$ cat src/design/osbv_pkg.sv
// Package for the fuse signature, burn and verify block.
// Assumes a 200 MHz clock and byte-wide register access.
package osbv_pkg;
	localparam int unsigned CLOCK_MHZ = 200;
	localparam int unsigned BURN_TIME_MS = 10;
	localparam int unsigned RELOAD_TIME_MS = 5;
	localparam int unsigned BURN_CYCLES = BURN_TIME_MS * 1000 * CLOCK_MHZ;
	localparam int unsigned RELOAD_CYCLES = RELOAD_TIME_MS * 1000 * CLOCK_MHZ;
	localparam logic [7:0] ADDR_SIG_FIRST = 8'h02;
	localparam logic [7:0] ADDR_SIG_LAST = 8'h1d;
	localparam logic [7:0] ADDR_LOCK = 8'h1d;
	localparam int unsigned LOCK_BIT = 7;
	localparam logic [7:0] ADDR_SIGNATURE = 8'h1e;
	localparam logic [7:0] ADDR_DSP_CTRL = 8'h23;
	localparam logic [7:0] ADDR_KEY_FIRST = 8'h62;
	localparam logic [7:0] ADDR_KEY_SECOND = 8'h63;
	localparam logic [7:0] KEY_FIRST = 8'h70;
	localparam logic [7:0] KEY_SECOND = 8'h51;
	localparam logic [7:0] DSP_RESET_VALUE = 8'h20;
	localparam logic [7:0] GUARD_THRESHOLD = 8'h40;
	localparam logic [7:0] NORMAL_THRESHOLD = 8'h00;
	localparam logic [7:0] MISR_POLY = 8'h1d;
	localparam logic [7:0] ZERO_BYTE = 8'h00;
	localparam int unsigned CFG_WORDS = 32;
	typedef enum logic [2:0] {ST_IDLE, ST_ARMED, ST_BURN, ST_RELOAD, ST_CHECK} osbv_state_t;
endpackage

$ cat src/design/osbv_top.sv
// Fuse signature, burn sequencing and reload/verify control of the sensor.
// Assumes the programmer reaches registers by byte writes and reads on a
// simple address/data port, and that the fuse array is outside this block.
// How it works
// Signature covers bytes 0x02 to 0x1D ascending.
// Shift left, xor byte, xor 29 on carry.
// Lock clear means start in communication mode.
// Programmer resets DSP writing 0x20 to 0x23.
// Programmer reads angle at start and stop.
// Programmer writes 0x0A-0x1E and checks readback.
// Programmer rewrites with lock, reads for signature.
// Programmer writes signature, rewrites, verifies readback.
// Burn starts on 0x70@0x62 then 0x51@0x63.
// Burn completes within 10 ms.
// Programmer clears signature, selects guard threshold.
// Reload registers from fuses within 5 ms.
// Programmer compares reloaded signature and settings.
// Programmer repeats check at normal threshold.
// Failed guard check means part rejected.
// Guard threshold only for post-burn verification.
// Burned lock means functional mode after reset.
// Signature failure at normal threshold latches failure flag until reset.
// Stray or misordered burn writes are ignored.
`timescale 1ns/1ps
module osbv_top #(
	parameter int unsigned BURN_CYCLES = osbv_pkg::BURN_CYCLES,
	parameter int unsigned RELOAD_CYCLES = osbv_pkg::RELOAD_CYCLES,
	parameter int DEPTH = osbv_pkg::CFG_WORDS
) (
	input wire logic i_clock,
	input wire logic i_rst,
	input wire logic i_wr,
	input wire logic i_rd,
	input wire logic [7:0] i_addr,
	input wire logic [7:0] i_wdata,
	input wire logic [7:0] i_fuse_data,
	input wire logic i_fuse_lock,
	output logic [7:0] o_rdata,
	output logic o_rvalid,
	output logic o_comm_mode,
	output logic o_dsp_reset,
	output logic o_guard_band,
	output logic o_fuse_burn,
	output logic [4:0] o_fuse_addr,
	output logic o_busy,
	output logic [7:0] o_signature,
	output logic o_sig_fail
);
	localparam int AW = 5;
	osbv_pkg::osbv_state_t state;
	osbv_pkg::osbv_state_t next_state;
	logic [31:0] timer;
	logic [AW-1:0] idx;
	logic [7:0] misr;
	logic [7:0] dsp_ctrl;
	logic started;
	logic rd_pend;
	logic rd_special;
	logic [7:0] rd_special_val;
	logic [7:0] mem_rdata;
	logic rd_pend_host;
	logic rd_pend_host_special;
	logic [7:0] rd_hold;
	wire cfg_hit = i_addr < 8'(DEPTH);
	wire host_wr = i_wr && !o_busy;
	wire key1_hit = host_wr && i_addr == osbv_pkg::ADDR_KEY_FIRST && i_wdata == osbv_pkg::KEY_FIRST;
	wire key2_hit = host_wr && i_addr == osbv_pkg::ADDR_KEY_SECOND && i_wdata == osbv_pkg::KEY_SECOND;
	wire ctrl_wr = host_wr && i_addr == osbv_pkg::ADDR_DSP_CTRL;
	wire reload_go = ctrl_wr && o_comm_mode;
	wire timer_done = timer == 32'd0;
	wire reloading = state == osbv_pkg::ST_RELOAD;
	wire checking = state == osbv_pkg::ST_CHECK;
	wire mem_we = reloading || (host_wr && cfg_hit);
	wire [AW-1:0] mem_waddr = reloading ? idx : i_addr[AW-1:0];
	wire [7:0] mem_wdata = reloading ? i_fuse_data : i_wdata;
	wire [AW-1:0] mem_raddr = checking ? idx : i_addr[AW-1:0];
	wire [AW-1:0] prev_idx = idx - AW'(1);
	wire misr_in_range = prev_idx >= AW'(osbv_pkg::ADDR_SIG_FIRST) && prev_idx <= AW'(osbv_pkg::ADDR_SIG_LAST);
	wire [7:0] misr_step = ({misr[6:0], 1'b0} ^ mem_rdata) ^ (misr[7] ? osbv_pkg::MISR_POLY : 8'h00);
	wire last_idx = idx == AW'(DEPTH - 1);
	wire sig_ok = misr == mem_rdata;
	osbv_regmem #(
		.DEPTH(DEPTH),
		.AW(AW)
	) u_mem (
		.i_clock(i_clock),
		.i_we(mem_we),
		.i_waddr(mem_waddr),
		.i_wdata(mem_wdata),
		.i_raddr(mem_raddr),
		.o_rdata(mem_rdata)
	);
	always_comb
	begin
		next_state = state;
		unique case (state)
			osbv_pkg::ST_IDLE:
			begin
				if (key1_hit && o_comm_mode)
				begin
					next_state = osbv_pkg::ST_ARMED;
				end
				else if (reload_go)
				begin
					next_state = osbv_pkg::ST_RELOAD;
				end
			end
			osbv_pkg::ST_ARMED:
			begin
				if (key2_hit)
				begin
					next_state = osbv_pkg::ST_BURN;
				end
				else if (host_wr || i_rd)
				begin
					next_state = osbv_pkg::ST_IDLE;
				end
			end
			osbv_pkg::ST_BURN:
			begin
				if (timer_done)
				begin
					next_state = osbv_pkg::ST_IDLE;
				end
			end
			osbv_pkg::ST_RELOAD:
			begin
				if (last_idx && timer_done)
				begin
					next_state = osbv_pkg::ST_CHECK;
				end
			end
			osbv_pkg::ST_CHECK:
			begin
				if (last_idx)
				begin
					next_state = osbv_pkg::ST_IDLE;
				end
			end
		endcase
	end
	assign rd_special = i_addr == osbv_pkg::ADDR_DSP_CTRL;
	assign rd_special_val = rd_special ? dsp_ctrl : osbv_pkg::ZERO_BYTE;
	always_ff @(posedge i_clock or posedge i_rst)
	begin
		if (i_rst)
		begin
			state <= osbv_pkg::ST_IDLE;
			timer <= 32'd0;
			idx <= '0;
			misr <= 8'h00;
			dsp_ctrl <= 8'h00;
			started <= 1'b0;
			o_comm_mode <= 1'b0;
			o_dsp_reset <= 1'b0;
			o_guard_band <= 1'b0;
			o_fuse_burn <= 1'b0;
			o_fuse_addr <= '0;
			o_busy <= 1'b0;
			o_signature <= 8'h00;
			o_sig_fail <= 1'b0;
			o_rdata <= 8'h00;
			o_rvalid <= 1'b0;
			rd_pend <= 1'b0;
		end
		else
		begin
			state <= next_state;
			if (!started)
			begin
				started <= 1'b1;
				o_comm_mode <= !i_fuse_lock;
			end
			o_dsp_reset <= ctrl_wr && i_wdata == osbv_pkg::DSP_RESET_VALUE;
			if (ctrl_wr)
			begin
				dsp_ctrl <= i_wdata;
				o_guard_band <= i_wdata == osbv_pkg::GUARD_THRESHOLD;
			end
			if (next_state == osbv_pkg::ST_BURN && state != osbv_pkg::ST_BURN)
			begin
				timer <= BURN_CYCLES - 1;
			end
			else if (next_state == osbv_pkg::ST_RELOAD && state == osbv_pkg::ST_IDLE)
			begin
				timer <= RELOAD_CYCLES - 1;
			end
			else if (!timer_done)
			begin
				timer <= timer - 32'd1;
			end
			o_fuse_burn <= next_state == osbv_pkg::ST_BURN;
			o_busy <= next_state != osbv_pkg::ST_IDLE && next_state != osbv_pkg::ST_ARMED;
			if (state == osbv_pkg::ST_IDLE || (reloading && last_idx))
			begin
				idx <= '0;
				misr <= 8'h00;
			end
			else if (reloading || checking)
			begin
				idx <= idx + AW'(1);
			end
			o_fuse_addr <= reloading ? idx + AW'(1) : '0;
			if (checking && rd_pend && misr_in_range)
			begin
				misr <= misr_step;
			end
			rd_pend <= checking && !last_idx;
			if (checking && last_idx)
			begin
				o_signature <= misr;
				if (!sig_ok && !o_guard_band)
				begin
					o_sig_fail <= 1'b1;
				end
			end
			o_rvalid <= rd_pend_host;
			o_rdata <= rd_pend_host_special ? rd_hold : mem_rdata;
		end
	end
	always_ff @(posedge i_clock or posedge i_rst)
	begin
		if (i_rst)
		begin
			rd_pend_host <= 1'b0;
			rd_pend_host_special <= 1'b0;
			rd_hold <= 8'h00;
		end
		else
		begin
			rd_pend_host <= i_rd && !o_busy;
			rd_pend_host_special <= !cfg_hit;
			rd_hold <= rd_special_val;
		end
	end
endmodule

$ cat src/design/osbv_regmem.sv
// Configuration register memory with registered read data.
// Assumes one write and one read port access per clock.
`timescale 1ns/1ps
module osbv_regmem #(
	parameter int DEPTH = 32,
	parameter int AW = 5
) (
	input wire logic i_clock,
	input wire logic i_we,
	input wire logic [AW-1:0] i_waddr,
	input wire logic [7:0] i_wdata,
	input wire logic [AW-1:0] i_raddr,
	output logic [7:0] o_rdata
);
	logic [7:0] mem [DEPTH];
	always_ff @(posedge i_clock)
	begin
		if (i_we)
		begin
			mem[i_waddr] <= i_wdata;
		end
		o_rdata <= mem[i_raddr];
	end
endmodule

$ cat config.mk
export PLATFORM = sky130hd
export DESIGN_NAME = osbv_top
export DESIGN_NICKNAME = d
export VERILOG_FILES = /design/src/design/osbv_pkg.sv /design/src/design/osbv_top.sv /design/src/design/osbv_regmem.sv
export SDC_FILE = /design/constraint.sdc
export NUM_CORES = 1
export LEC_CHECK = 0
export BUFFER_PORTS_ARGS = -buffer_cell sky130_fd_sc_hd__buf_4
export CAP_MARGIN = 20
export CORE_ASPECT_RATIO = 0.75
export CORE_MARGIN = 2
export CORE_UTILIZATION = 62
export CTS_CLUSTER_DIAMETER = 40
export CTS_CLUSTER_SIZE = 12
export DETAILED_ROUTE_END_ITERATION = 8
export PLACE_DENSITY_LB_ADDON = 0.1
export SYNTH_ARGS = -nofsm -noshare
export SYNTH_HDL_FRONTEND = slang
export SYNTH_HIERARCHICAL = 1
export SYNTH_SLANG_ARGS = --single-unit
export TNS_END_PERCENT = 100
$ cat constraint.sdc
create_clock -name i_clock -period 4 [get_ports i_clock]
set_clock_uncertainty 0.15 [all_clocks]
set_input_delay 0 -clock i_clock [delete_from_list [all_inputs] [get_ports i_clock]]
set_output_delay 0 -clock i_clock [all_outputs]
set_load 0.1 [all_outputs]
==> impl_summary.txt, run 1 <==
----------------------------------------------------
[Run status]
  Status ... completed

[Clocking]
  Clock tree from TritonCTS ... built
  Clock-pin slew on the worst setup and hold paths ... approximately 0.060 ns
  Setup bufs post-CTS ... 0
  Latest clock arrival within the worst-skew pair ... 0.54 ns
  Buffer depth of the longest clock path ... 3
  Master cell of the clock root buffer ... clkbuf_16
  H-tree levels ... 2
  Number of clock sinks seen by CTS ... 360
  Number of clock buffers inserted by TritonCTS ... 40

[Yosys]
  Largest area contributor in the netlist ... edfxtp_1
  Ranking of synthesized cells by area ... edfxtp_1 (51%), dfrtp_1 (16%), mux4_2 (12%)
  Netlist Area Pre-Place ... approximately 15000 sq um
  Share of Yosys cell area claimed by the top area cell type ... 50.9%
  Number of synthesized register bits ... 360
  Synthesized Nets ... 934
  Most instantiated library cell after synthesis ... edfxtp_1
  Post-synth EDFFs ... 256
  Total number of yosys warnings ... 6
  Part of the Yosys area used for sequential elements ... between 60% and 70%
  Top post-synthesis cells by count ... edfxtp_1 (256), dfrtp_1 (96), mux4_2 (80)
  Flip-flop cell with the highest count after synthesis ... edfxtp_1
  Number of distinct library cells after synthesis ... 63
  Average cell area after synthesis ... 16.8 sq um
  Async set-reset flop share out of synthesis ... 26.7%
  Gate count of the mapped netlist ... 899

[Power]
  Leak pwr ... approximately 6.5 nW
  Power Total ... 7.97 mW
  Peak supply drop ... around 0.50 mV
  Power density relative to cell area ... 451 nW/um^2

[Global route]
  Number of antenna violations at the first check in global routing ... 0
  Largest net degree at the start of global routing ... 65
  First-pass GRT wire length ... 54400 um
  Total routing usage reported by global routing ... 29.1%
  Total overflow reported by the global router ... 0
  Number of global-route vias before repair ... around 8.8k

[Routing]
  Antenna violation net count after detailed routing ... 0
  Vias after detailed routing ... roughly 8.9k
  Routed vias/inst ... 6.41
  Number of detailed-routing iterations run before antenna repair ... 6
  Average routed wire per standard cell ... 25.9 um
  Detailed-route DRC error count ... 0
  Number of DRC violations after detailed-routing iteration 0 ... 1229
  Final wirelength ... around 36000 um

[Critical path]
  Capture instance of the worst register-to-register path ... u_mem/o_rdata[4]$_DFF_P_
  Worst path required time ... 4.27 ns
  Crit path arrival time ... 3.79 ns
  Worst setup path category ... register to register
  Worst-case register-to-register setup slack ... between 0.4 and 0.5 ns
  Maximum fanout along the worst path ... 64
  Timing startpoint of the critical path ... state[2]$_DFF_PP0_
  Category of the worst setup path capture point ... register
  Number of cells on the worst reg-to-reg path ... 7
  Start of the worst register-to-register path ... state[2]$_DFF_PP0_
  Startpoint types ... register

[STA]
  Total count of hold-check failures in the final report ... 0
  Maximum frequency from static timing analysis ... 0.285 GHz
  Max_slew headroom ... 37.0%
  Final-report setup violation count ... 0
  Setup total negative slack ... 0 ns
  Setup WS post-layout ... 0.487 ns
  Period minus WS final ... approximately 3.5 ns
  Worst Tran Pin Value ... ~0.95 ns
  Final slew viol count ... 0
  Final worst-path cycle share ... between 80 and 90%
  Setup repair after global routing missed its margin ... no

[Place]
  Setup Slack @ Placement ... 0.564 ns
  Port Buffers ... 56
  Final weighted congestion in routability-driven placement ... 0.891
  Dpl hpwl ... 22200 um

[Cells and area]
  Number of nets in the finished design ... 1065
  Layout cells sized above 1 ... 28.7%
  Diode insertion count for antenna repair ... 0
  Final core occ ... 73.7%
  Layout overhead on the synthesized area ... 17.0%

[Die]
  Die area ... 25600 sq um
  Row count ... just under 50
  Die outline height ... around 140 um
  Number of top-level pins ... 57
  Die extent in x ... 184 um
  Effective utilization at floorplan ... a little over three fifths
  Core footprint ... 24000 sq um

[Job]
  Number of maximum-capacitance violations ... 0

[Hold path]
  Tightest Hold Check Type ... primary input to async pin

----------------------------------------------------
[critical path, stage by stage (launching register included)]
cell,delay [ns]
dfrtp_1,0.50
nand2_1,0.18
nor2_1,0.30
mux2_2,0.22
buf_4,0.70
mux4_2,0.42
mux4_2,0.57
mux2_2,0.29
[placed cells by master (no fill, tap or decap), types with 9 or more instances in the layout]
| master | synthesis | final |
|---|---|---|
| edfxtp_1 | 256 | 256 |
| buf_4 | 6 | 104 |
| dfrtp_1 | 96 | 96 |
| mux4_2 | 80 | 80 |
| nor2_1 | 67 | 67 |
| mux2_2 | 47 | 46 |
| clkbuf_16 | 0 | 41 |
| nand2_1 | 33 | 33 |
| xnor2_1 | 27 | 27 |
| dlygate4sd3_1 | 0 | 26 |
| o21ai_0 | 20 | 20 |
| nor4_1 | 17 | 17 |
| a21oi_1 | 17 | 17 |
| xor2_1 | 15 | 15 |
| clkbuf_1 | 27 | 15 |
| nor3_1 | 13 | 13 |
| and3_1 | 13 | 13 |
| inv_1 | 13 | 12 |
| nand3_1 | 12 | 12 |
| nand3b_1 | 12 | 12 |
| mux2i_1 | 11 | 11 |
| or4_1 | 9 | 9 |
[worst max-delay path by stage]
stage	end	slack, ns	cells past startpoint
after floorplan	u_mem/o_rdata[0]$_DFF_P_	0.76	10
after global placement	u_mem/o_rdata[4]$_DFF_P_	0.70	7
after detailed placement	u_mem/o_rdata[4]$_DFF_P_	0.56	7
after CTS	u_mem/o_rdata[4]$_DFF_P_	0.55	7
after global routing	u_mem/o_rdata[4]$_DFF_P_	0.39	7
final	u_mem/o_rdata[4]$_DFF_P_	0.49	7
[per-layer routing]
metal / up-vias / global-route usage [%] / wire length, um
met5: - / 0 / 0
met1: 4594 / 44.5 / 15400
met2: 461 / 43.9 / 16700
li1: 3798 / - / -
met4: 0 / 8.04 / 847
met3: 70 / 5.67 / 3000
[cell type report]
cell class	count	area [sq um]
fillers	1403	6290
inverters	13	51.3
well taps	331	414
clock inverters	16	171
clock buffers	57	1100
flip-flops and latches	360	10200
multi-input cells	483	4610
repair buffers	132	1080
[kinds of logic (layout without fill, tap and decap cells)]
kind of cell,Yosys count,after routing,synth area share [%]
flip-flops,360,360,67.9
AND/OR/NAND/NOR,226,226,8.39
multiplexers,138,138,16.2
AO/OA/AOI/OAI,70,70,3.02
buffers and inverters,56,218,1.62
XOR/XNOR,42,42,2.44
adder cells (fa/ha/maj),6,6,0.497
other,1,1,0.0248
[sequential cells by signal, indices dropped and copies added (netlist names), 3 cells and up]
name	cells
rd_hold	8
o_fuse_addr	5
dsp_ctrl	8
u_mem/o_rdata	8
o_rdata	8
idx	5
misr	8
u_mem/mem	256
state	3
timer	32
o_signature	8
[timing repair]
item	CTS	global route
hold buffers	26	0
endpoints found under the hold margin	94	0
gates resized for setup	0	0
[metrics by stage]
stage | instances | cell area (sq um) | hold WS, ns
floorplan | 899 | 15100 | -0.0796
global route | 1392 | 17700 | 0.0492
finish | 1392 | 17700 | 0.0214
CTS | 1392 | 17700 | 0.0224
detailed placement | 1293 | 16200 | 0.0322
global placement | 1293 | 16200 | 0.0145
[power breakdown]
group	internal, mW	leakage (nW)	switching, mW
registers	4.02	3.62	0.0302
clock network	2.11	0.615	1.44
logic	0.161	2.26	0.208
total	6.29	6.49	1.68
(Power assumes the default switching activity.)
==> run 2, diff against run 1 <==
Settings changed: PLACE_DENSITY set to 0.88, PLACE_DENSITY_LB_ADDON 0.1 to unset.
==> impl_summary.txt, run 2 (same netlist as run 1, synthesis figures left out) <==
----------------------------------------------------
[Run status]
  Status ... completed (unchanged)

[Routing]
  Number of detailed-routing iterations run before antenna repair ... 6 (unchanged)
  Vias after detailed routing ... 9546 (was 8923)
  Final wirelength ... 41500 um (was 36000 um)
  Average routed wire per standard cell ... 30.3 um (was 25.9 um)
  Detailed-route DRC error count ... 0 (unchanged)
  Routed vias/inst ... 6.98 (was 6.41)
  Antenna violation net count after detailed routing ... 0 (unchanged)
  Number of DRC violations after detailed-routing iteration 0 ... 1531 (was 1229)

[Critical path]
  Startpoint types ... register (unchanged)
  Worst-case register-to-register setup slack ... 0.54 ns (was 0.49 ns)
  Maximum fanout along the worst path ... 35 (was 64)
  Crit path arrival time ... 3.75 ns (was 3.79 ns)
  Worst path required time ... 4.30 ns (was 4.27 ns)
  Category of the worst setup path capture point ... register (unchanged)
  Worst setup path category ... register to register (unchanged)

[Clocking]
  Number of clock buffers inserted by TritonCTS ... 40 (unchanged)
  Master cell of the clock root buffer ... clkbuf_16 (unchanged)
  Latest clock arrival within the worst-skew pair ... 0.56 ns (was 0.54 ns)
  Buffer depth of the longest clock path ... 3 (unchanged)
  Number of clock sinks seen by CTS ... 360 (unchanged)
  Clock tree from TritonCTS ... built (unchanged)
  H-tree levels ... 2 (unchanged)
  Clock-pin slew on the worst setup and hold paths ... 0.07 ns (was 0.06 ns)

[Power]
  Peak supply drop ... 0.486 mV (was 0.496 mV)
  Power density relative to cell area ... 461 nW/um^2 (was 451 nW/um^2)
  Leak pwr ... 6.36 nW (was 6.49 nW)
  Power Total ... 8.06 mW (was 7.97 mW)

[Global route]
  Number of global-route vias before repair ... 9419 (was 8813)
  Total routing usage reported by global routing ... 34.0% (was 29.1%)
  Largest net degree at the start of global routing ... 65 (unchanged)
  First-pass GRT wire length ... 62700 um (was 54400 um)
  Total overflow reported by the global router ... 0 (unchanged)
  Number of antenna violations at the first check in global routing ... 2 (was 0)

[Cells and area]
  Number of nets in the finished design ... 1041 (was 1065)
  Top reg by flops ... u_mem/mem (unchanged)
  Largest registers ranked by flip-flop count ... u_mem/mem (256), timer (32) (unchanged)
  Layout overhead on the synthesized area ... 15.8% (was 17.0%)
  Layout cells sized above 1 ... 27.0% (was 28.7%)
  Commonest cells after routing, fill and taps aside ... edfxtp_1 (256), dfrtp_1 (96), buf_4 (81) (was edfxtp_1 (256), buf_4 (104), dfrtp_1 (96))
  Most common library cell in the layout ignoring fill and taps ... edfxtp_1 (unchanged)
  Number of flip-flops under the largest register name ... 256 (unchanged)

[Die]
  Effective utilization at floorplan ... 63.0% (unchanged)
  Number of top-level pins ... 57 (unchanged)
  Die area ... 25600 sq um (unchanged)
  Row count ... 49 (unchanged)
  Core footprint ... 24000 sq um (unchanged)
  Die extent in x ... 184 um (unchanged)
  Die outline height ... 139 um (unchanged)

[Place]
  Setup Slack @ Placement ... 0.700 ns (was 0.564 ns)
  Dpl hpwl ... 22500 um (was 22200 um)
  Final weighted congestion in routability-driven placement ... 0.861 (was 0.891)
  Port Buffers ... 56 (unchanged)

[STA]
  Final-report setup violation count ... 0 (unchanged)
  Setup WS post-layout ... 0.541 ns (was 0.487 ns)
  Final slew viol count ... 0 (unchanged)
  Max_slew headroom ... 27.9% (was 37.0%)
  Period minus WS final ... 3.46 ns (was 3.51 ns)
  Worst Tran Pin Value ... 1.08 ns (was 0.945 ns)
  Total count of hold-check failures in the final report ... 0 (unchanged)
  Maximum frequency from static timing analysis ... 0.289 GHz (was 0.285 GHz)
  Setup total negative slack ... 0 ns (unchanged)
  Final worst-path cycle share ... 86.5% (was 87.8%)
  Setup repair after global routing missed its margin ... no (unchanged)

[Job]
  Number of maximum-capacitance violations ... 0 (unchanged)

[Hold path]
  Tightest Hold Check Type ... primary input to async pin (unchanged)

----------------------------------------------------
## run 2: cell count changes in the layout (fill, tap and decap cells not counted), sizes merged
cell / previous run / this run
inv: 16 / 17
diode: 0 / 1
clkinv: 8 / 5
dlygate4sd3: 26 / 25
bufinv: 3 / 2
buf: 106 / 83
clkbuf: 57 / 59
## run 2: path summary, 6_finish.rpt
path,from,endpoint,cells past startpoint
setup / recovery,state[2]$_DFF_PP0_,u_mem/o_rdata[0]$_DFF_P_,7
hold / removal,i_rst,rd_pend_host_special$_DFF_PP0_,3
setup reg to reg,state[2]$_DFF_PP0_,u_mem/o_rdata[0]$_DFF_P_,7
hold reg to reg,rd_pend_host$_DFF_PP0_,o_rvalid$_DFF_PP0_,0
max in group asynchronous,i_rst,misr[4]$_DFFE_PP0P_,4
min in group i_clock,i_fuse_lock,o_comm_mode$_DFFE_PP0N_,3
## run 2: layout make-up
class	count	area, sq um
flip-flops and latches	360	10200
repair buffers	108	898
clock buffers	59	1110
well taps	331	414
inverters	13	51.3
multi-input cells	483	4610
diodes	1	2.50
clock inverters	13	144
fillers	1270	6480
## run 2: worst max-delay path, cell delays in order (launching register included)
cell,delay (ns)
dfrtp_1,0.48
nand2_1,0.17
nor2_1,0.16
mux2_2,0.80
buf_12,0.32
mux4_2,0.38
mux4_2,0.54
mux2_2,0.30
## run 2: routing by layer
metal,wire (um),track usage (%),share of wire [%]
met4,1670,13.1,4.0
met5,13,0,0.031
met1,15400,49.2,37
met3,5190,8.19,12
met2,19300,51.0,46
## run 2: power breakdown
group	total [mW]	internal [mW]	leakage, nW	switching, mW
registers	4.05	4.02	3.62	0.0313
logic	0.391	0.159	2.14	0.232
clock network	3.62	2.07	0.604	1.55
total	8.06	6.25	6.36	1.81
## run 2: per-stage QoR
stage               hold WS, ns  cells  util [%]  area, sq um
floorplan               -0.0796    899         -        15100
global placement         0.0287   1270      66.7        16000
detailed placement       0.0359   1270      66.7        16000
CTS                      0.0356   1367      72.9        17500
global route             0.0655   1368      72.9        17500
finish                   0.0380   1368      72.9        17500
## run 2: repair_timing
action,4_1_cts,5_1_grt
setup buffers,0,0
hold buffers,25,0
endpoints found under the hold margin,98,0
gates resized for setup,0,0
==> run 3, diff against run 2 <==
Settings changed: BUFFER_PORTS_ARGS -buffer_cell sky130_fd_sc_hd__buf_4 to -buffer_cell sky130_fd_sc_hd__buf_2, CORE_MARGIN 2 to unset.
Clock period 4 ns to 3.4 ns, I/O delays scaled along.
==> impl_summary.txt, run 3 (same netlist as run 1, synthesis figures left out) <==
----------------------------------------------------
[Clocking]
  Clock-pin slew on the worst setup and hold paths ... 0.06 ns (was 0.07 ns)
  Latest clock arrival within the worst-skew pair ... 0.55 ns (was 0.56 ns)
  Master cell of the clock root buffer ... clkbuf_16 (unchanged)
  H-tree levels ... 2 (unchanged)
  Buffer depth of the longest clock path ... 3 (unchanged)
  Number of clock buffers inserted by TritonCTS ... 41 (was 40)
  Number of clock sinks seen by CTS ... 360 (unchanged)
  Clock tree from TritonCTS ... built (unchanged)

[Global route]
  Total overflow reported by the global router ... 0 (unchanged)
  Largest net degree at the start of global routing ... 72 (was 65)
  Total routing usage reported by global routing ... 34.5% (was 34.0%)
  Number of antenna violations at the first check in global routing ... 3 (was 2)
  Number of global-route vias before repair ... 9349 (was 9419)
  First-pass GRT wire length ... 60800 um (was 62700 um)

[Cells and area]
  Top reg by flops ... u_mem/mem (unchanged)
  Number of nets in the finished design ... 1066 (was 1041)
  Final core occ ... 73.3% (was 72.9%)
  Commonest cells after routing, fill and taps aside ... edfxtp_1 (256), dfrtp_1 (96), mux4_2 (80) (was edfxtp_1 (256), dfrtp_1 (96), buf_4 (81))
  Largest registers ranked by flip-flop count ... u_mem/mem (256), timer (32) (unchanged)
  Layout cells sized above 1 ... 28.8% (was 27.0%)
  Layout overhead on the synthesized area ... 16.1% (was 15.8%)
  Number of flip-flops under the largest register name ... 256 (unchanged)
  Count of non-filler cells in the finished layout ... 1370 (was 1368)
  Most common library cell in the layout ignoring fill and taps ... edfxtp_1 (unchanged)

[STA]
  Final-report setup violation count ... 0 (unchanged)
  Final slew viol count ... 0 (unchanged)
  Setup total negative slack ... 0 ns (unchanged)
  Setup repair after global routing missed its margin ... no (unchanged)
  Worst-case hold slack ... 0.0412 ns (was 0.0380 ns)
  Total count of hold-check failures in the final report ... 0 (unchanged)
  Max_slew headroom ... 40.7% (was 27.9%)
  Maximum frequency from static timing analysis ... 0.316 GHz (was 0.289 GHz)
  Final worst-path cycle share ... 93.2% (was 86.5%)
  Period minus WS final ... 3.17 ns (was 3.46 ns)
  Worst Tran Pin Value ... 0.890 ns (was 1.08 ns)

[Place]
  Final weighted congestion in routability-driven placement ... 0.936 (was 0.861)
  Port Buffers ... 56 (unchanged)
  Cell count after placement ... 1268 (was 1270)
  Dpl hpwl ... 22600 um (was 22500 um)

[Routing]
  Detailed-route DRC error count ... 0 (unchanged)
  Vias after detailed routing ... 9654 (was 9546)
  Final wirelength ... 41600 um (was 41500 um)
  Routed vias/inst ... 7.05 (was 6.98)
  Number of detailed-routing iterations run before antenna repair ... 7 (was 6)
  Antenna violation net count after detailed routing ... 0 (unchanged)
  Number of DRC violations after detailed-routing iteration 0 ... 1563 (was 1531)
  Average routed wire per standard cell ... 30.4 um (was 30.3 um)

[Die]
  Die outline height ... 137 um (was 139 um)
  Die area ... 25000 sq um (was 25600 sq um)
  Number of top-level pins ... 57 (unchanged)
  Core footprint ... 23900 sq um (was 24000 sq um)
  Die extent in x ... 182 um (was 184 um)
  Row count ... 49 (unchanged)
  Effective utilization at floorplan ... 63.2% (was 63.0%)

[Power]
  Leak pwr ... 6.48 nW (was 6.36 nW)
  Peak supply drop ... 0.516 mV (was 0.486 mV)
  Power Total ... 9.52 mW (was 8.06 mW)
  Power density relative to cell area ... 543 nW/um^2 (was 461 nW/um^2)

[Job]
  Number of maximum-capacitance violations ... 0 (unchanged)

[Critical path]
  Category of the worst setup path capture point ... register (unchanged)
  Maximum fanout along the worst path ... 31 (was 35)
  Crit path arrival time ... 3.46 ns (was 3.75 ns)
  Worst setup path category ... register to register (unchanged)
  Worst path required time ... 3.69 ns (was 4.30 ns)
  Startpoint types ... register (unchanged)

[Run status]
  Status ... completed (unchanged)

[Hold path]
  Tightest Hold Check Type ... primary input to register (was primary input to async pin)

----------------------------------------------------
-- run 3: cell count changes in the layout (fill, tap and decap cells not counted), sizes merged --
cell | before | now
inv | 17 | 20
clkinv | 5 | 6
clkinvlp | 2 | 1
dlygate4sd3 | 25 | 26
buf | 83 | 106
-- run 3: power by group --
group / switching [mW] / internal [mW] / total (mW)
clock network: 1.86 / 2.46 / 4.31
registers: 0.0347 / 4.73 / 4.76
logic: 0.270 / 0.179 / 0.448
-- run 3: layout make-up --
cell class | count | area (sq um)
Clock inverter | 16 | 180
Sequential cell | 360 | 10200
Fill cell | 1247 | 6370
Tap cell | 306 | 383
Inverter | 13 | 51.3
Antenna cell | 1 | 2.50
Clock buffer | 59 | 1100
Timing Repair Buffer | 132 | 953
Multi-Input combinational cell | 483 | 4610
-- run 3: worst paths after layout --
check	from	to	slack, ns	depth (start not counted)
hold / removal	i_fuse_lock	o_comm_mode$_DFFE_PP0N_	0.04	3
min in group asynchronous	i_rst	rd_hold[1]$_DFF_PP0_	0.06	3
setup reg to reg	state[2]$_DFF_PP0_	u_mem/o_rdata[7]$_DFF_P_	0.23	7
max in group asynchronous	i_rst	o_fuse_addr[2]$_DFF_PP0_	2.27	4
hold reg to reg	rd_pend_host$_DFF_PP0_	o_rvalid$_DFF_PP0_	0.21	0
setup / recovery	state[2]$_DFF_PP0_	u_mem/o_rdata[7]$_DFF_P_	0.23	7
-- run 3: per-layer routing --
layer | vias to the layer above | share of wire [%] | track usage, %
met2 | 896 | 48 | 53.8
met5 | - | 0 | 0
met3 | 177 | 13 | 9.41
met4 | 0 | 4.7 | 15.4
met1 | 4786 | 35 | 46.3
li1 | 3795 | - | -
-- run 3: critical path: stages, from the launching register on --
cell	delay, ns
dfrtp_1	0.48
nand2_1	0.17
nor2_1	0.19
mux2_4	0.34
buf_12	0.29
mux4_2	0.55
mux4_2	0.54
mux2_2	0.30
-- run 3: metrics by stage --
| step | instance area [sq um] | worst slack, ns |
|---|---|---|
| floorplan | 15100 | 0.158 |
| global placement | 16000 | 0.367 |
| detailed placement | 16000 | 0.295 |
| CTS | 17500 | 0.245 |
| global route | 17500 | 0.0171 |
| finish | 17500 | 0.233 |
-- run 3: what timing repair did --
item | 4_1_cts | 5_1_grt
setup endpoints to repair | 0 | 0
resized for setup | 0 | 0
buffers inserted | 0 | 0
hold endpoints to repair | 102 | 0
hold buffers | 26 | 0
